===== config.mk =====
export PLATFORM = sky130hd
export DESIGN_NAME = dac_status_flag_bank
export DESIGN_NICKNAME = d
export VERILOG_FILES = /design/src/rtl/dac_status_flag_bank.v /design/src/rtl/sticky_bit.v
export VERILOG_INCLUDE_DIRS = /design/src /design/src/rtl
export SDC_FILE = /design/constraint.sdc
export NUM_CORES = 1
export LEC_CHECK = 0
export ABC_AREA = 1
export CORE_ASPECT_RATIO = 1.2
export CORE_MARGIN = 2
export CORE_UTILIZATION = 31
export DETAILED_ROUTE_END_ITERATION = 10
export DONT_BUFFER_PORTS = 1
export GPL_ROUTABILITY_DRIVEN = 0
export PLACE_DENSITY = 0.5
export SLEW_MARGIN = 10
export SYNTH_ARGS = -nofsm -noshare
export SYNTH_HDL_FRONTEND = slang
export SYNTH_SLANG_ARGS = --single-unit

===== constraint.sdc =====
create_clock -name clk -period 2.3 [get_ports clk]
set_input_delay 0.345 -clock clk [delete_from_list [all_inputs] [get_ports clk]]
set_output_delay 0.345 -clock clk [all_outputs]
set_load 0.02 [all_outputs]

===== src/rtl/dac_status_flag_bank_defs.vh =====
`ifndef DAC_STATUS_FLAG_BANK_DEFS_VH
`define DAC_STATUS_FLAG_BANK_DEFS_VH

// register offsets
`define OFS_POWER_STATE   8'h25
`define OFS_GAIN_REACHED  8'h26
`define OFS_OVERFLOW      8'h27
`define OFS_RSVD_A0       8'h28
`define OFS_RSVD_A3       8'h2B
`define OFS_STICKY_EVENT  8'h2C
`define OFS_RSVD_B        8'h2D
`define OFS_LIVE_EVENT    8'h2E
`define OFS_RSVD_C        8'h2F
`define OFS_INT_CTRL      8'h30

// power state bits
`define PWR_L_DAC         7
`define PWR_L_HP          5
`define PWR_L_CLSD        4
`define PWR_R_DAC         3
`define PWR_R_HP          1
`define PWR_R_CLSD        0

// gain reached bits
`define GAIN_L            4
`define GAIN_R            0

// overflow bits
`define OVF_L             7
`define OVF_R             6
`define OVF_SHIFT         5

// event bits (sticky and live share positions)
`define EVT_SHORT_L       7
`define EVT_SHORT_R       6
`define EVT_BUTTON        5
`define EVT_HEADSET       4
`define EVT_THR_L         3
`define EVT_THR_R         2

// interrupt control bits
`define ICTL_OVF_EN       2
`define ICTL_REPEAT       0

`define RESET_BYTE        8'h00
`define RESET_INT_CTRL    8'h00

// pulse timing
`define CLK_PERIOD_PS     5000
`define PULSE_WIDTH_US    2000
`define PULSE_PERIOD_US   4000
// scaled in ns so the 32-bit arithmetic cannot overflow
`define PULSE_WIDTH_CYC   ((`PULSE_WIDTH_US * 1000) / (`CLK_PERIOD_PS / 1000))
`define PULSE_PERIOD_CYC  ((`PULSE_PERIOD_US * 1000) / (`CLK_PERIOD_PS / 1000))

`endif


===== src/rtl/dac_status_flag_bank.v =====
// Behaviour
// left DAC, headphone, class-D power in D7,D5,D4
// right DAC, headphone, class-D power in D3,D1,D0
// gain D4 high while left gain reached
// gain D0 high while right gain reached
// overflow D7 left, D6 right DAC
// overflow D5 on barrel shifter overflow
// sticky flags clear on read, set again on recurrence
// sticky D7 on left short circuit
// sticky D6 on right short circuit
// button press in sticky and live D5
// sticky D4 on headset insert or removal
// live D4 shows headset inserted state
// sticky D3/D2 on compressor threshold exceeded
// live D3/D2 show power above threshold
// live D7/D6 show current short circuit
// software writes only zero to reserved 0x2F
// repeat mode pulses until sticky register read
// overflow raises interrupt when enable set
// event during clearing read keeps flag set
`timescale 1ns/1ps
`include "dac_status_flag_bank_defs.vh"
module dac_status_flag_bank #(
  parameter PULSE_WIDTH_CYC  = `PULSE_WIDTH_CYC,
  parameter PULSE_PERIOD_CYC = `PULSE_PERIOD_CYC
) (
  // clock and reset
  input  wire       clk,
  input  wire       rst,
  // register port
  input  wire [7:0] reg_addr,
  input  wire       reg_rd,
  input  wire       reg_wr,
  input  wire [7:0] reg_wdata,
  output reg  [7:0] rdata_ff,
  // power state inputs
  input  wire       l_dac_on,
  input  wire       left_headphone_driver_on,
  input  wire       l_clsd_on,
  input  wire       r_dac_on,
  input  wire       right_headphone_driver_on,
  input  wire       r_clsd_on,
  // digital_gain_stage status
  input  wire       l_gain_reached,
  input  wire       r_gain_reached,
  // overflow event pulses
  input  wire       l_ovf_evt,
  input  wire       r_ovf_evt,
  input  wire       shift_ovf_evt,
  // live conditions
  input  wire       l_short,
  input  wire       r_short,
  input  wire       button_pressed,
  input  wire       headset_present,
  input  wire       l_over_thr,
  input  wire       r_over_thr,
  // interrupt
  output reg        first_interrupt_output_ff
);

  reg  [7:0]  int_ctrl_ff;
  reg  [7:0]  rsvd_c_ff;
  reg  [6:0]  live_ff;
  reg         headset_prev_ff;
  reg         short_l_prev_ff;
  reg         short_r_prev_ff;
  reg         button_prev_ff;
  reg         thr_l_prev_ff;
  reg         thr_r_prev_ff;
  reg  [7:0]  nxt_rdata;
  wire [2:0]  ovf_q;
  wire [5:0]  evt_q;
  wire [2:0]  ovf_set;
  wire [5:0]  evt_set;
  wire        rd_ovf;
  wire        rd_evt;

  assign rd_ovf = reg_rd && (reg_addr == `OFS_OVERFLOW);
  assign rd_evt = reg_rd && (reg_addr == `OFS_STICKY_EVENT);

  assign ovf_set = {l_ovf_evt, r_ovf_evt, shift_ovf_evt};
  // rising edges (both edges for headset) so a held condition latches once per occurrence
  assign evt_set = {
    l_short & ~short_l_prev_ff,
    r_short & ~short_r_prev_ff,
    button_pressed & ~button_prev_ff,
    headset_present ^ headset_prev_ff,
    l_over_thr & ~thr_l_prev_ff,
    r_over_thr & ~thr_r_prev_ff
  };

  genvar gi;
  generate
    for (gi = 0; gi < 3; gi = gi + 1) begin : g_ovf
      sticky_bit u_bit (
        .clk     (clk),
        .rst     (rst),
        .set_evt (ovf_set[gi]),
        .clr     (rd_ovf),
        .flag_ff (ovf_q[gi])
      );
    end
    for (gi = 0; gi < 6; gi = gi + 1) begin : g_evt
      sticky_bit u_bit (
        .clk     (clk),
        .rst     (rst),
        .set_evt (evt_set[gi]),
        .clr     (rd_evt),
        .flag_ff (evt_q[gi])
      );
    end
  endgenerate

  // edge history and live copies
  always @(posedge clk) begin
    if (rst) begin
      short_l_prev_ff <= 1'b0;
      short_r_prev_ff <= 1'b0;
      button_prev_ff  <= 1'b0;
      headset_prev_ff <= 1'b0;
      thr_l_prev_ff   <= 1'b0;
      thr_r_prev_ff   <= 1'b0;
      live_ff         <= 7'h00;
    end else begin
      short_l_prev_ff <= l_short;
      short_r_prev_ff <= r_short;
      button_prev_ff  <= button_pressed;
      headset_prev_ff <= headset_present;
      thr_l_prev_ff   <= l_over_thr;
      thr_r_prev_ff   <= r_over_thr;
      live_ff         <= {l_short, r_short,
                          button_pressed,
                          headset_present,
                          l_over_thr, r_over_thr,
                          1'b0};
    end
  end

  // writable registers; reserved one accepts writes, stays software's duty
  always @(posedge clk) begin
    if (rst) begin
      int_ctrl_ff <= `RESET_INT_CTRL;
      rsvd_c_ff   <= `RESET_BYTE;
    end else if (reg_wr) begin
      if (reg_addr == `OFS_INT_CTRL) begin
        int_ctrl_ff <= reg_wdata;
      end
      if (reg_addr == `OFS_RSVD_C) begin
        rsvd_c_ff <= reg_wdata;
      end
    end
  end

  always @* begin
    nxt_rdata = `RESET_BYTE;
    case (reg_addr)
      `OFS_POWER_STATE: begin
        nxt_rdata[`PWR_L_DAC]  = l_dac_on;
        nxt_rdata[`PWR_L_HP]   = left_headphone_driver_on;
        nxt_rdata[`PWR_L_CLSD] = l_clsd_on;
        nxt_rdata[`PWR_R_DAC]  = r_dac_on;
        nxt_rdata[`PWR_R_HP]   = right_headphone_driver_on;
        nxt_rdata[`PWR_R_CLSD] = r_clsd_on;
      end
      `OFS_GAIN_REACHED: begin
        nxt_rdata[`GAIN_L] = l_gain_reached;
        nxt_rdata[`GAIN_R] = r_gain_reached;
      end
      `OFS_OVERFLOW: begin
        nxt_rdata = {ovf_q, 5'h00};
      end
      `OFS_STICKY_EVENT: begin
        nxt_rdata = {evt_q, 2'h0};
      end
      `OFS_LIVE_EVENT: begin
        nxt_rdata = {live_ff, 1'b0};
      end
      `OFS_RSVD_C: begin
        nxt_rdata = rsvd_c_ff;
      end
      `OFS_INT_CTRL: begin
        nxt_rdata = int_ctrl_ff;
      end
      default: begin
        nxt_rdata = `RESET_BYTE;
      end
    endcase
  end

  always @(posedge clk) begin
    if (rst) begin
      rdata_ff <= `RESET_BYTE;
    end else if (reg_rd) begin
      rdata_ff <= nxt_rdata;
    end
  end

  // interrupt pulse generator
  localparam ST_IDLE  = 1'b0;
  localparam ST_PULSE = 1'b1;
  localparam CW = 24;

  reg          state_ff;
  reg [CW-1:0] cnt_ff;
  reg          repeat_ff;
  wire         ovf_trig;

  assign ovf_trig = int_ctrl_ff[`ICTL_OVF_EN] && (|ovf_set);

  always @(posedge clk) begin
    if (rst) begin
      state_ff                  <= ST_IDLE;
      cnt_ff                    <= {CW{1'b0}};
      repeat_ff                 <= 1'b0;
      first_interrupt_output_ff <= 1'b0;
    end else begin
      case (state_ff)
        ST_IDLE: begin
          first_interrupt_output_ff <= 1'b0;
          if (ovf_trig) begin
            state_ff                  <= ST_PULSE;
            cnt_ff                    <= {CW{1'b0}};
            repeat_ff                 <= int_ctrl_ff[`ICTL_REPEAT];
            first_interrupt_output_ff <= 1'b1;
          end
        end
        ST_PULSE: begin
          cnt_ff <= cnt_ff + 1'b1;
          if (cnt_ff == PULSE_WIDTH_CYC[CW-1:0] - 1'b1) begin
            first_interrupt_output_ff <= 1'b0;
          end
          // repeats stop once software reads the sticky event register
          if (rd_evt) begin
            repeat_ff <= 1'b0;
          end
          if (cnt_ff == PULSE_PERIOD_CYC[CW-1:0] - 1'b1) begin
            cnt_ff <= {CW{1'b0}};
            if (repeat_ff && !rd_evt) begin
              first_interrupt_output_ff <= 1'b1;
            end else begin
              state_ff <= ST_IDLE;
            end
          end
        end
        default: begin
          state_ff <= ST_IDLE;
        end
      endcase
    end
  end

endmodule


===== src/rtl/sticky_bit.v =====
`timescale 1ns/1ps
module sticky_bit (
  // clock and reset
  input  wire clk,
  input  wire rst,
  // control
  input  wire set_evt,
  input  wire clr,
  // state
  output reg  flag_ff
);

  // set wins over the clear so an event is never lost
  always @(posedge clk) begin
    if (rst) begin
      flag_ff <= 1'b0;
    end else if (set_evt) begin
      flag_ff <= 1'b1;
    end else if (clr) begin
      flag_ff <= 1'b0;
    end
  end

endmodule


==> results.sh, run 1 <==
export IMPL_status="finished, final reports clean"
export IMPL_routed_wl_microns=9500
export IMPL_synth_seq_area_share_pct=38.8
export IMPL_cts_resized=0
export IMPL_final_cells=660
export IMPL_synth_most_common_cell="nand2_1"
export IMPL_drt_first_iter_violations=121
export IMPL_ys_flop_type="dfxtp_1"
export IMPL_diodes=0
export IMPL_min_from="rst"
export IMPL_die_y_microns=119
export IMPL_cts_buffer_depth=2
export IMPL_rsz0062_at_grt="false"
export IMPL_rows=41
export IMPL_drc=0
export IMPL_cts_tree="built"
export IMPL_grt_pass1_wl_microns=15700
export IMPL_rr_startpoint="int_ctrl_ff[2]"
export IMPL_cts_setup_buffers=0
export IMPL_clkLatencyLatePin_ps=340
export IMPL_dp_hpwl_microns=6950
export IMPL_ys_warnings_count=0
export IMPL_viasPerCell=4.94
export IMPL_fp_coreArea_sq_um=10600
export IMPL_worst_r2r_path_depth=6
export IMPL_start_util_pct=32.1
export IMPL_async_reset_ff_share_pct=0
export IMPL_ir_drop_mv=0.413
export IMPL_antenna_found_initial=0
export IMPL_synth_top_area_share_pct=38.8
export IMPL_reg2reg_to="first_interrupt_output_ff"
export IMPL_critPathCaptureType="flip-flop"
export IMPL_cts_clk_slew_worst_paths_ps=60
export IMPL_crit_type="flip-flop to flip-flop"
export IMPL_track_usage_pct=16.8
export IMPL_cp_slowest_cell="nor2_2"
export IMPL_hold_end="rdata_ff[0]"
export IMPL_min_path_cells=1
export IMPL_p_leak_uw=0.00149
export IMPL_tightest_slew_ps=1110
export IMPL_synth_commonest_cells="nand2_1 (139), nor2_1 (70), dfxtp_1 (66), inv_1 (54), a21oi_1 (45)"
export IMPL_relSlewSlack_pct=26.2
export IMPL_avgSynthCellArea_sq_um=6.47
export IMPL_die_area_sq_um=11800
export IMPL_cap_violations=0
export IMPL_yosysUniqueCellTypes=31
export IMPL_grt_overflow_total=0
export IMPL_worst_endpoint_arrival_ps=1960
export IMPL_maxSlewViolCount=0
export IMPL_start_kind="flip-flop"
export IMPL_clock_sinks=66
export IMPL_via_count=3258
export IMPL_syn_cell_area_sq_um=3400
export IMPL_synth_area_top_cells="dfxtp_1 (39%), nand2_1 (15%), nor2_1 (7.7%), a21oi_1 (6.6%), nand3_1 (6.3%)"
export IMPL_crit_fanout=26
export IMPL_hold_viol_final=0
export IMPL_synth_cells=526
export IMPL_fillers=1141
export IMPL_fin_skew_ps=5.76
export IMPL_cts_root_buf="clkbuf_16"
export IMPL_cts_buffers=9
export IMPL_synth_nets=564
export IMPL_setup_violations_final=0
export IMPL_max_stage_delay_ps=870
export IMPL_io_buffers=0
export IMPL_cts_max_level=3
export IMPL_holdBufCountCts=0
export IMPL_placedCellCount=644
export IMPL_cp_required_ps=2520
export IMPL_hp_class="input port to flip-flop"
export IMPL_ys_ff_latch=66
export IMPL_crit_chain="inv_1, a31oi_1, nor2_2, nor2_1, o21ai_0, o21ai_2"
export IMPL_drt_pass1_iter_count=5
export IMPL_grt_max_degree=40
export IMPL_routedWlPerCell_microns=14.4
export IMPL_drive_above_1_share_pct=7.72
export IMPL_grt_pass1_vias=3228
export IMPL_finalCritPeriodShare_pct=75.6
export IMPL_fin_tns_setup_ps=0
export IMPL_synth_edf_count=0
export IMPL_r2r_slack_ps=560
export IMPL_period_needed_ps=1740
export IMPL_max_freq_ghz=0.575
export IMPL_io_pins=46
export IMPL_dieWidth_microns=99.7
export IMPL_area_delta_synth_final_pct=14.0
export IMPL_final_nets=564
export IMPL_synth_top_area_cell="dfxtp_1"
export IMPL_antenna_left=0
export IMPL_p_per_area_nw_per_um2=800
==> power by group <==
group | total [uW] | leakage, uW | internal (uW) | switching [uW]
Sequential | 1200 | 0.000537 | 1170 | 27.5
Combinational | 160 | 0.000778 | 44.5 | 115
Clock | 1750 | 0.000179 | 1200 | 544
Total | 3110 | 0.00149 | 2420 | 686
==> worst max-delay path, delay by kind of cell, from the launching register on <==
| kind | cells | cell delay (ps) |
|---|---|---|
| AND/OR/NAND/NOR | 2 | 930 |
| flip-flops | 1 | 320 |
| buffers and inverters | 1 | 60 |
| AO/OA/AOI/OAI | 3 | 320 |
==> logic make-up (layout without fill, tap and decap cells) <==
group,after synthesis,after routing,synth area share [%]
simple gates,289,289,36.2
flops,66,66,38.8
fa+ha+maj,1,1,0.367
buf+inv,71,76,8.60
xor+xnor,7,7,1.80
compound gates,92,92,14.2
==> through the flow <==
stage               hold slack [ps]  utilization [%]  total power [uW]  setup WS [ps]  cell area [sq um]
floorplan                       424                -              1360            906               3400
global placement                421             33.0              1380            438               3510
global route                   65.9             36.6              3210            361               3880
CTS                            67.4             36.6              3130            551               3880
detailed placement              420             33.0              1390            443               3510
finish                         77.4             36.6              3110            562               3880
==> per-layer routing <==
metal | global-route usage, % | up-vias | share of wire (%)
met5 | 0 | - | 0
met4 | 5.99 | 0 | 1.2
met3 | 3.37 | 8 | 4.8
met2 | 29.3 | 81 | 50
met1 | 20.2 | 1474 | 44
li1 | - | 1695 | -
==> area by class of cell <==
class                           instances  area, sq um  area share [%]
Clock buffer                           10          239            6.16
Clock inverter                          6          136            3.51
Inverter                               58          219            5.64
Multi-Input combinational cell        389         1790            46.1
Sequential cell                        66         1320            34.0
Tap cell                              129          161            4.16
Timing Repair Buffer                    2         15.0           0.387
==> cells in the final DEF (no fill, tap or decap) <==
| cell | instances |
|---|---|
| ha_1 | 1 |
| a21boi_0 | 1 |
| bufinv_16 | 4 |
| buf_4 | 2 |
| inv_1 | 54 |
| clkbuf_16 | 9 |
| dfxtp_1 | 66 |
| nor2_1 | 70 |
| a21oi_2 | 2 |
| nand3_1 | 43 |
| nand4_1 | 8 |
| xor2_1 | 4 |
| a31oi_1 | 2 |
| nand2_1 | 139 |
| inv_2 | 1 |
| clkbuf_8 | 1 |
| a21oi_1 | 45 |
| o21ai_0 | 34 |
| or2_2 | 2 |
| o21ai_2 | 1 |
| a32o_1 | 1 |
| nand2_2 | 5 |
| nor2_2 | 8 |
| clkinv_2 | 1 |
| nor3_1 | 11 |
| clkinv_1 | 2 |
| o21a_1 | 1 |
| inv_6 | 1 |
| clkinvlp_4 | 1 |
| nor2_4 | 3 |
| o21ai_1 | 5 |
| xnor2_1 | 3 |
==> worst max path at each step <==
stage | to | start | cells past startpoint | slack [ps]
2_1_floorplan | cnt_ff[18] | cnt_ff[0] | 9 | 910
3_3_place_gp | first_interrupt_output_ff | shift_ovf_evt | 6 | 440
3_5_place_dp | first_interrupt_output_ff | shift_ovf_evt | 6 | 440
4_1_cts | cnt_ff[9] | cnt_ff[0] | 8 | 550
5_1_grt | cnt_ff[9] | cnt_ff[0] | 8 | 360
6_report | first_interrupt_output_ff | int_ctrl_ff[2] | 6 | 560
==> registers in the layout, summed over array words and instances (netlist names), 3 cells and up <==
name and cells:
cnt_ff 24, int_ctrl_ff 8, rdata_ff 8, rsvd_c_ff 8
g_evt.u_bit.flag_ff 6, live_ff 6, g_ovf.u_bit.flag_ff 3
(Power assumes the default switching activity.)
==> inputs of run 2 (changes only) <==
--- a/config.mk
+++ b/config.mk
@@ -13,7 +13,7 @@
 export DETAILED_ROUTE_END_ITERATION = 10
 export DONT_BUFFER_PORTS = 1
 export GPL_ROUTABILITY_DRIVEN = 0
-export PLACE_DENSITY = 0.5
+export PLACE_DENSITY = 0.51
 export SLEW_MARGIN = 10
 export SYNTH_ARGS = -nofsm -noshare
 export SYNTH_HDL_FRONTEND = slang
==> constraint.sdc (replaced) <==
create_clock -name clk -period 1.4 [get_ports clk]
set_input_delay 0.21 -clock clk [delete_from_list [all_inputs] [get_ports clk]]
set_output_delay 0.21 -clock clk [all_outputs]
set_load 0.02 [all_outputs]
==> run 2 against run 1 <==
Effect of this change:
- register-to-register slack lost 540 ps
- routed wire length rose by 7.5%
- clock-buffer cell count shrank 1
- clock skew decreased by 1.3 ps
- global-route usage increased by 0.88 points
- via count is 8.3% higher
- critical path depth grew 2
- sequential power is 64% higher
==> results.sh, run 2 (synthesis gave the netlist of run 1 again) <==
export IMPL_r2r_slack_ps=20
export IMPL_clock_sinks=66
export IMPL_worst_endpoint_arrival_ps=1600
export IMPL_start_kind="flip-flop"
export IMPL_routedWlPerCell_microns=14.2
export IMPL_diodes=0
export IMPL_fillers=1121
export IMPL_fin_skew_ps=4.45
export IMPL_final_cell_mix="nand2_1 (133), nor2_1 (60), buf_4 (56)"
export IMPL_relSlewSlack_pct=77.1
export IMPL_p_per_area_nw_per_um2=1110
export IMPL_grt_max_degree=38
export IMPL_mostFrequentLayoutCell="nand2_1"
export IMPL_dieWidth_microns=99.7
export IMPL_io_buffers=0
export IMPL_ir_drop_mv=0.498
export IMPL_rows=41
export IMPL_rsz0062_at_grt="true"
export IMPL_cts_buffers=9
export IMPL_finalCritPeriodShare_pct=98.3
export IMPL_maxSlewViolCount=0
export IMPL_period_needed_ps=1380
export IMPL_drc=0
export IMPL_cts_buffer_depth=2
export IMPL_antenna_left=0
export IMPL_drt_pass1_iter_count=4
export IMPL_start_util_pct=32.1
export IMPL_viasPerCell=4.92
export IMPL_cts_root_buf="clkbuf_16"
export IMPL_area_delta_synth_final_pct=32.2
export IMPL_p_leak_uw=0.00184
export IMPL_crit_fanout=3
export IMPL_cap_violations=0
export IMPL_tightest_slew_ps=340
export IMPL_cts_clk_slew_worst_paths_ps=60
export IMPL_grt_overflow_total=0
export IMPL_routed_wl_microns=10200
export IMPL_hold_viol_final=0
export IMPL_drt_first_iter_violations=79
export IMPL_setup_violations_final=0
export IMPL_crit_type="flip-flop to flip-flop"
export IMPL_cts_max_level=3
export IMPL_final_nets=622
export IMPL_track_usage_pct=17.7
export IMPL_clkLatencyLatePin_ps=340
export IMPL_die_y_microns=119
export IMPL_top_register="cnt_ff"
export IMPL_grt_pass1_wl_microns=16500
export IMPL_drive_above_1_share_pct=23.4
export IMPL_die_area_sq_um=11800
export IMPL_critPathCaptureType="flip-flop"
export IMPL_dpl_cell_area_sq_um=3890
export IMPL_placedCellCount=695
export IMPL_cts_tree="built"
export IMPL_max_freq_ghz=0.727
export IMPL_dp_hpwl_microns=7600
export IMPL_hp_class="input port to flip-flop"
export IMPL_grt_pass1_vias=3446
export IMPL_antenna_found_initial=0
export IMPL_via_count=3530
export IMPL_largest_reg_flops=24
export IMPL_status="finished, final reports clean"
export IMPL_stdcell_area_sq_um=4500
export IMPL_io_pins=46
export IMPL_cp_required_ps=1630
export IMPL_final_cells=718
export IMPL_fp_coreArea_sq_um=10600
export IMPL_whs_ps=0.183
## run 2: cell count changes in the layout (fill, tap and decap cells not counted), sizes merged
cell         change
clkinv           +2
bufinv           -1
clkinvlp         -1
dlygate4sd3      +3
buf             +55
inv              +1
clkbuf           -1
## run 2: routing by layer
layer / GRT usage [%] / up-vias / routed length, microns
met5: 0 / - / 0
met3: 3.31 / 12 / 437
li1: - / 1813 / -
met1: 20.0 / 1627 / 4210
met4: 6.59 / 0 / 164
met2: 32.3 / 78 / 5410
## run 2: repair_timing
item	4_1_cts	5_1_grt
hold buffers	4	0
setup buffers	0	3
resized for setup	18	50
hold endpoints to repair	37	0
endpoints found under the setup margin	20	26
pin swaps	3	14
## run 2: layout make-up
class / count / area [sq um] / share of cell area, %
clock buffer: 9 / 225 / 5.01
clock inverter: 7 / 125 / 2.78
inverter: 58 / 229 / 5.09
multi-input combinational: 389 / 1930 / 42.9
sequential: 66 / 1360 / 30.2
tap: 129 / 161 / 3.59
timing repair buffer: 60 / 470 / 10.5
## run 2: through the flow
stage               TNS [ps]  util (%)  setup slack [ps]  power (uW)
detailed placement      -997      36.6             -99.9        2320
finish                     0      42.4              23.6        5000
CTS                        0      40.7              1.72        5040
global route            -422      42.4             -62.2        5170
floorplan                  0         -              5.59        2230
global placement        -540      36.6             -59.6        2320
## run 2: power breakdown
part	switching [uW]	total, uW	leakage [uW]	internal (uW)
Sequential	52.2	1970	0.000548	1920
Combinational	226	355	0.00112	129
Clock	914	2670	0.000171	1760
## run 2: final timing paths
check / endpoint / depth (start not counted) / from
worst max register to register: cnt_ff[12] / 8 / cnt_ff[1]
worst min register to register: rsvd_c_ff[4] / 2 / rsvd_c_ff[4]
worst min-delay path: live_ff[2] / 2 / l_over_thr
worst max-delay path: cnt_ff[12] / 8 / cnt_ff[1]
## run 2: worst max-delay path: stages (launching register included)
cell and delay (ps):
dfxtp_4 370, ha_4 160, nand3_2 110, nor2_4 130
nand3_2 110, nand2_4 110, buf_4 130, o21a_1 110
nor2_1 30
==> inputs of run 3 (changes only) <==
--- a/config.mk
+++ b/config.mk
@@ -9,12 +9,13 @@
 export ABC_AREA = 1
 export CORE_ASPECT_RATIO = 1.2
 export CORE_MARGIN = 2
-export CORE_UTILIZATION = 31
+export CORE_UTILIZATION = 30
 export DETAILED_ROUTE_END_ITERATION = 10
 export DONT_BUFFER_PORTS = 1
 export GPL_ROUTABILITY_DRIVEN = 0
-export PLACE_DENSITY = 0.51
+export PLACE_DENSITY = 0.5
 export SLEW_MARGIN = 10
 export SYNTH_ARGS = -nofsm -noshare
 export SYNTH_HDL_FRONTEND = slang
+export SYNTH_HIERARCHICAL = 1
 export SYNTH_SLANG_ARGS = --single-unit
==> run 3 against run 2 <==
Effect of this change:
- the flow now finishes with violations (negative hold slack)
- maximum frequency increased by 2.2%
- routed wire length is 4.3% higher
- final cell count increased by 8.8%
- via count grew 4.9%
- highest routed layer unchanged
==> results.sh, run 3 <==
export IMPL_routed_wl_microns=10700
export IMPL_synth_edf_count=0
export IMPL_start_kind="flip-flop"
export IMPL_cts_tree="built"
export IMPL_final_cell_mix="nand2_1 (123), inv_1 (82), nor2_1 (55)"
export IMPL_worst_endpoint_arrival_ps=1570
export IMPL_final_nets=657
export IMPL_synth_most_common_cell="nand2_1"
export IMPL_cts_max_level=3
export IMPL_grt_max_degree=40
export IMPL_regArea_sq_um=1350
export IMPL_dieWidth_microns=104
export IMPL_seq_power_share_pct=42.2
export IMPL_top_register="cnt_ff"
export IMPL_p_per_area_nw_per_um2=977
export IMPL_finalCritPeriodShare_pct=96.2
export IMPL_status="finished, violations left"
export IMPL_ir_drop_mv=0.496
export IMPL_crit_fanout=3
export IMPL_synth_commonest_cells="nand2_1 (134), inv_1 (84), nor2_1 (72), dfxtp_1 (66), nand3_1 (50)"
export IMPL_largest_reg_flops=24
export IMPL_routedWlPerCell_microns=13.6
export IMPL_ys_warnings_count=6
export IMPL_maxSlewViolCount=0
export IMPL_p_leak_uw=0.00187
export IMPL_cts_root_buf="clkbuf_16"
export IMPL_max_freq_ghz=0.743
export IMPL_tightest_slew_ps=550
export IMPL_grt_pass1_wl_microns=17100
export IMPL_drc=0
export IMPL_hold_viol_final=30
export IMPL_drt_first_iter_violations=106
export IMPL_holdBufCountCts=11
export IMPL_avgSynthCellArea_sq_um=6.42
export IMPL_crit_chain="ha_4, nand2_2, inv_2, nand2_2, nor2_4, nand2_2, nor2_4, nand2_2, nand3_2, a21oi_2"
export IMPL_mostFrequentLayoutCell="nand2_1"
export IMPL_cp_required_ps=1630
export IMPL_p_clk_share_pct=53.7
export IMPL_antenna_found_initial=0
export IMPL_via_count=3703
export IMPL_violations="negative hold slack"
export IMPL_internal_power_uw=3610
export IMPL_async_reset_ff_share_pct=0
export IMPL_viasPerCell=4.74
export IMPL_setup_violations_final=0
export IMPL_whs_ps=-54.6
export IMPL_die_area_sq_um=12900
export IMPL_drive_above_1_share_pct=24.0
export IMPL_diodes=0
export IMPL_syn_cell_area_sq_um=3600
export IMPL_rsz0062_at_grt="true"
export IMPL_max_stage_delay_ps=360
export IMPL_drt_pass1_iter_count=4
export IMPL_area_delta_synth_final_pct=31.4
export IMPL_dp_hpwl_microns=7890
export IMPL_die_y_microns=124
export IMPL_io_buffers=0
export IMPL_antenna_left=0
export IMPL_synth_seq_area_share_pct=36.7
export IMPL_io_pins=46
export IMPL_cts_buffer_depth=2
export IMPL_fillers=1287
export IMPL_synth_nets=598
export IMPL_period_needed_ps=1350
export IMPL_multi_input_area_sq_um=2010
export IMPL_synth_cells=560
export IMPL_fp_coreArea_sq_um=11600
export IMPL_clock_sinks=66
export IMPL_cts_buffers=9
export IMPL_ys_ff_latch=66
export IMPL_synth_area_top_cells="dfxtp_1 (37%), nand2_1 (14%), inv_1 (8.8%), nor2_1 (7.5%), nand3_1 (7.0%)"
export IMPL_rows=43
export IMPL_start_util_pct=31.0
export IMPL_relSlewSlack_pct=63.0
export IMPL_fin_skew_ps=9.88
export IMPL_crit_path_frequent_cell="nand2_2"
export IMPL_crit_type="flip-flop to flip-flop"
export IMPL_hp_class="input port to flip-flop"
export IMPL_cap_violations=0
export IMPL_synth_top_area_cell="dfxtp_1"
export IMPL_p_total_uw=4620
export IMPL_p_comb_share_pct=4.2
export IMPL_switchingPower_uw=1010
export IMPL_ys_flop_type="dfxtp_1"
export IMPL_cp_slowest_cell="dfxtp_2"
export IMPL_grt_overflow_total=0
export IMPL_synth_top_area_share_pct=36.7
export IMPL_grt_pass1_vias=3680
export IMPL_cts_clk_slew_worst_paths_ps=60
export IMPL_track_usage_pct=16.7
export IMPL_switching_share_pct=21.9
export IMPL_critPathCaptureType="flip-flop"
export IMPL_clkLatencyLatePin_ps=330
export IMPL_yosysUniqueCellTypes=34
## run 3: cell count changes after synthesis, sizes merged, moves of 4 or more
cell   delta
nand2     -8
nor3      -6
nand4     +9
o21ai     -4
a21oi     +9
inv      +30
nand3     +8
## run 3: path summary, 6_finish.rpt
check / from / end / slack [ps] / cells after the start
setup reg to reg: cnt_ff[0] / cnt_ff[14] / 50 / 10
setup / recovery: cnt_ff[0] / cnt_ff[14] / 50 / 10
hold reg to reg: rsvd_c_ff[7] / rsvd_c_ff[7] / 460 / 2
hold / removal: rst / g_evt[5].u_bit/flag_ff / -50 / 1
## run 3: final cells by class
cell class                      instances  share of cell area [%]
Clock inverter                          6                    1.91
Multi-Input combinational cell        394                    42.6
Timing Repair Buffer                   63                    10.9
Inverter                               85                    6.80
Clock buffer                           10                    5.06
Sequential cell                        66                    28.5
Tap cell                              157                    4.16
## run 3: per-stage QoR
step	std cells	util [%]	cell area (sq um)	TNS (ps)	setup WS [ps]
detailed placement	750	35.1	4080	-580	-69.5
finish	781	40.7	4730	0	53.7
global route	781	40.7	4730	-50.3	-18.4
floorplan	560	-	3610	0	14.2
global placement	750	35.1	4080	-721	-85.7
CTS	777	39.2	4560	0	1.07
## run 3: worst max-delay path: cells and delay by family, from the launching register on
family	cells	cell delay, ps
AOI/OAI and AO/OA	1	50
adders and majority gates	1	170
buffers and inverters	1	70
DFF	1	360
and+or+nand+nor	7	600
## run 3: logic make-up (layout without fill, tap and decap cells)
family          after synthesis  count (layout)  share of synthesized area [%]
compound gates               96              96                           15.0
xor+xnor                      3               3                          0.731
fa+ha+maj                     1               1                          0.348
buf+inv                     100             164                           11.5
flops                        66              66                           36.7
simple gates                294             294                           35.7
## run 3: power by group through the flow
stage	Clock, uW	Sequential [uW]	Combinational (uW)
floorplan	0	1980	144
global placement	0	1990	168
detailed placement	0	1990	171
CTS	2520	1950	196
global route	2600	1950	219
finish	2480	1950	193
## run 3: layer usage
metal / share of wire [%] / global-route usage [%] / vias to the layer above / routed length, microns
met5: 0 / 0 / - / 0
met4: 1.8 / 5.24 / 0 / 193
met3: 4.7 / 4.29 / 17 / 496
met2: 52 / 32.0 / 81 / 5520
met1: 42 / 18.1 / 1693 / 4440
li1: - / - / 1912 / -
## run 3: repair_timing
item                                    in CTS  in global routing
resized for setup                           12                 55
hold endpoints to repair                    41                 30
pin swaps                                    3                 13
endpoints found under the setup margin      17                 24
setup buffers                                0                  4
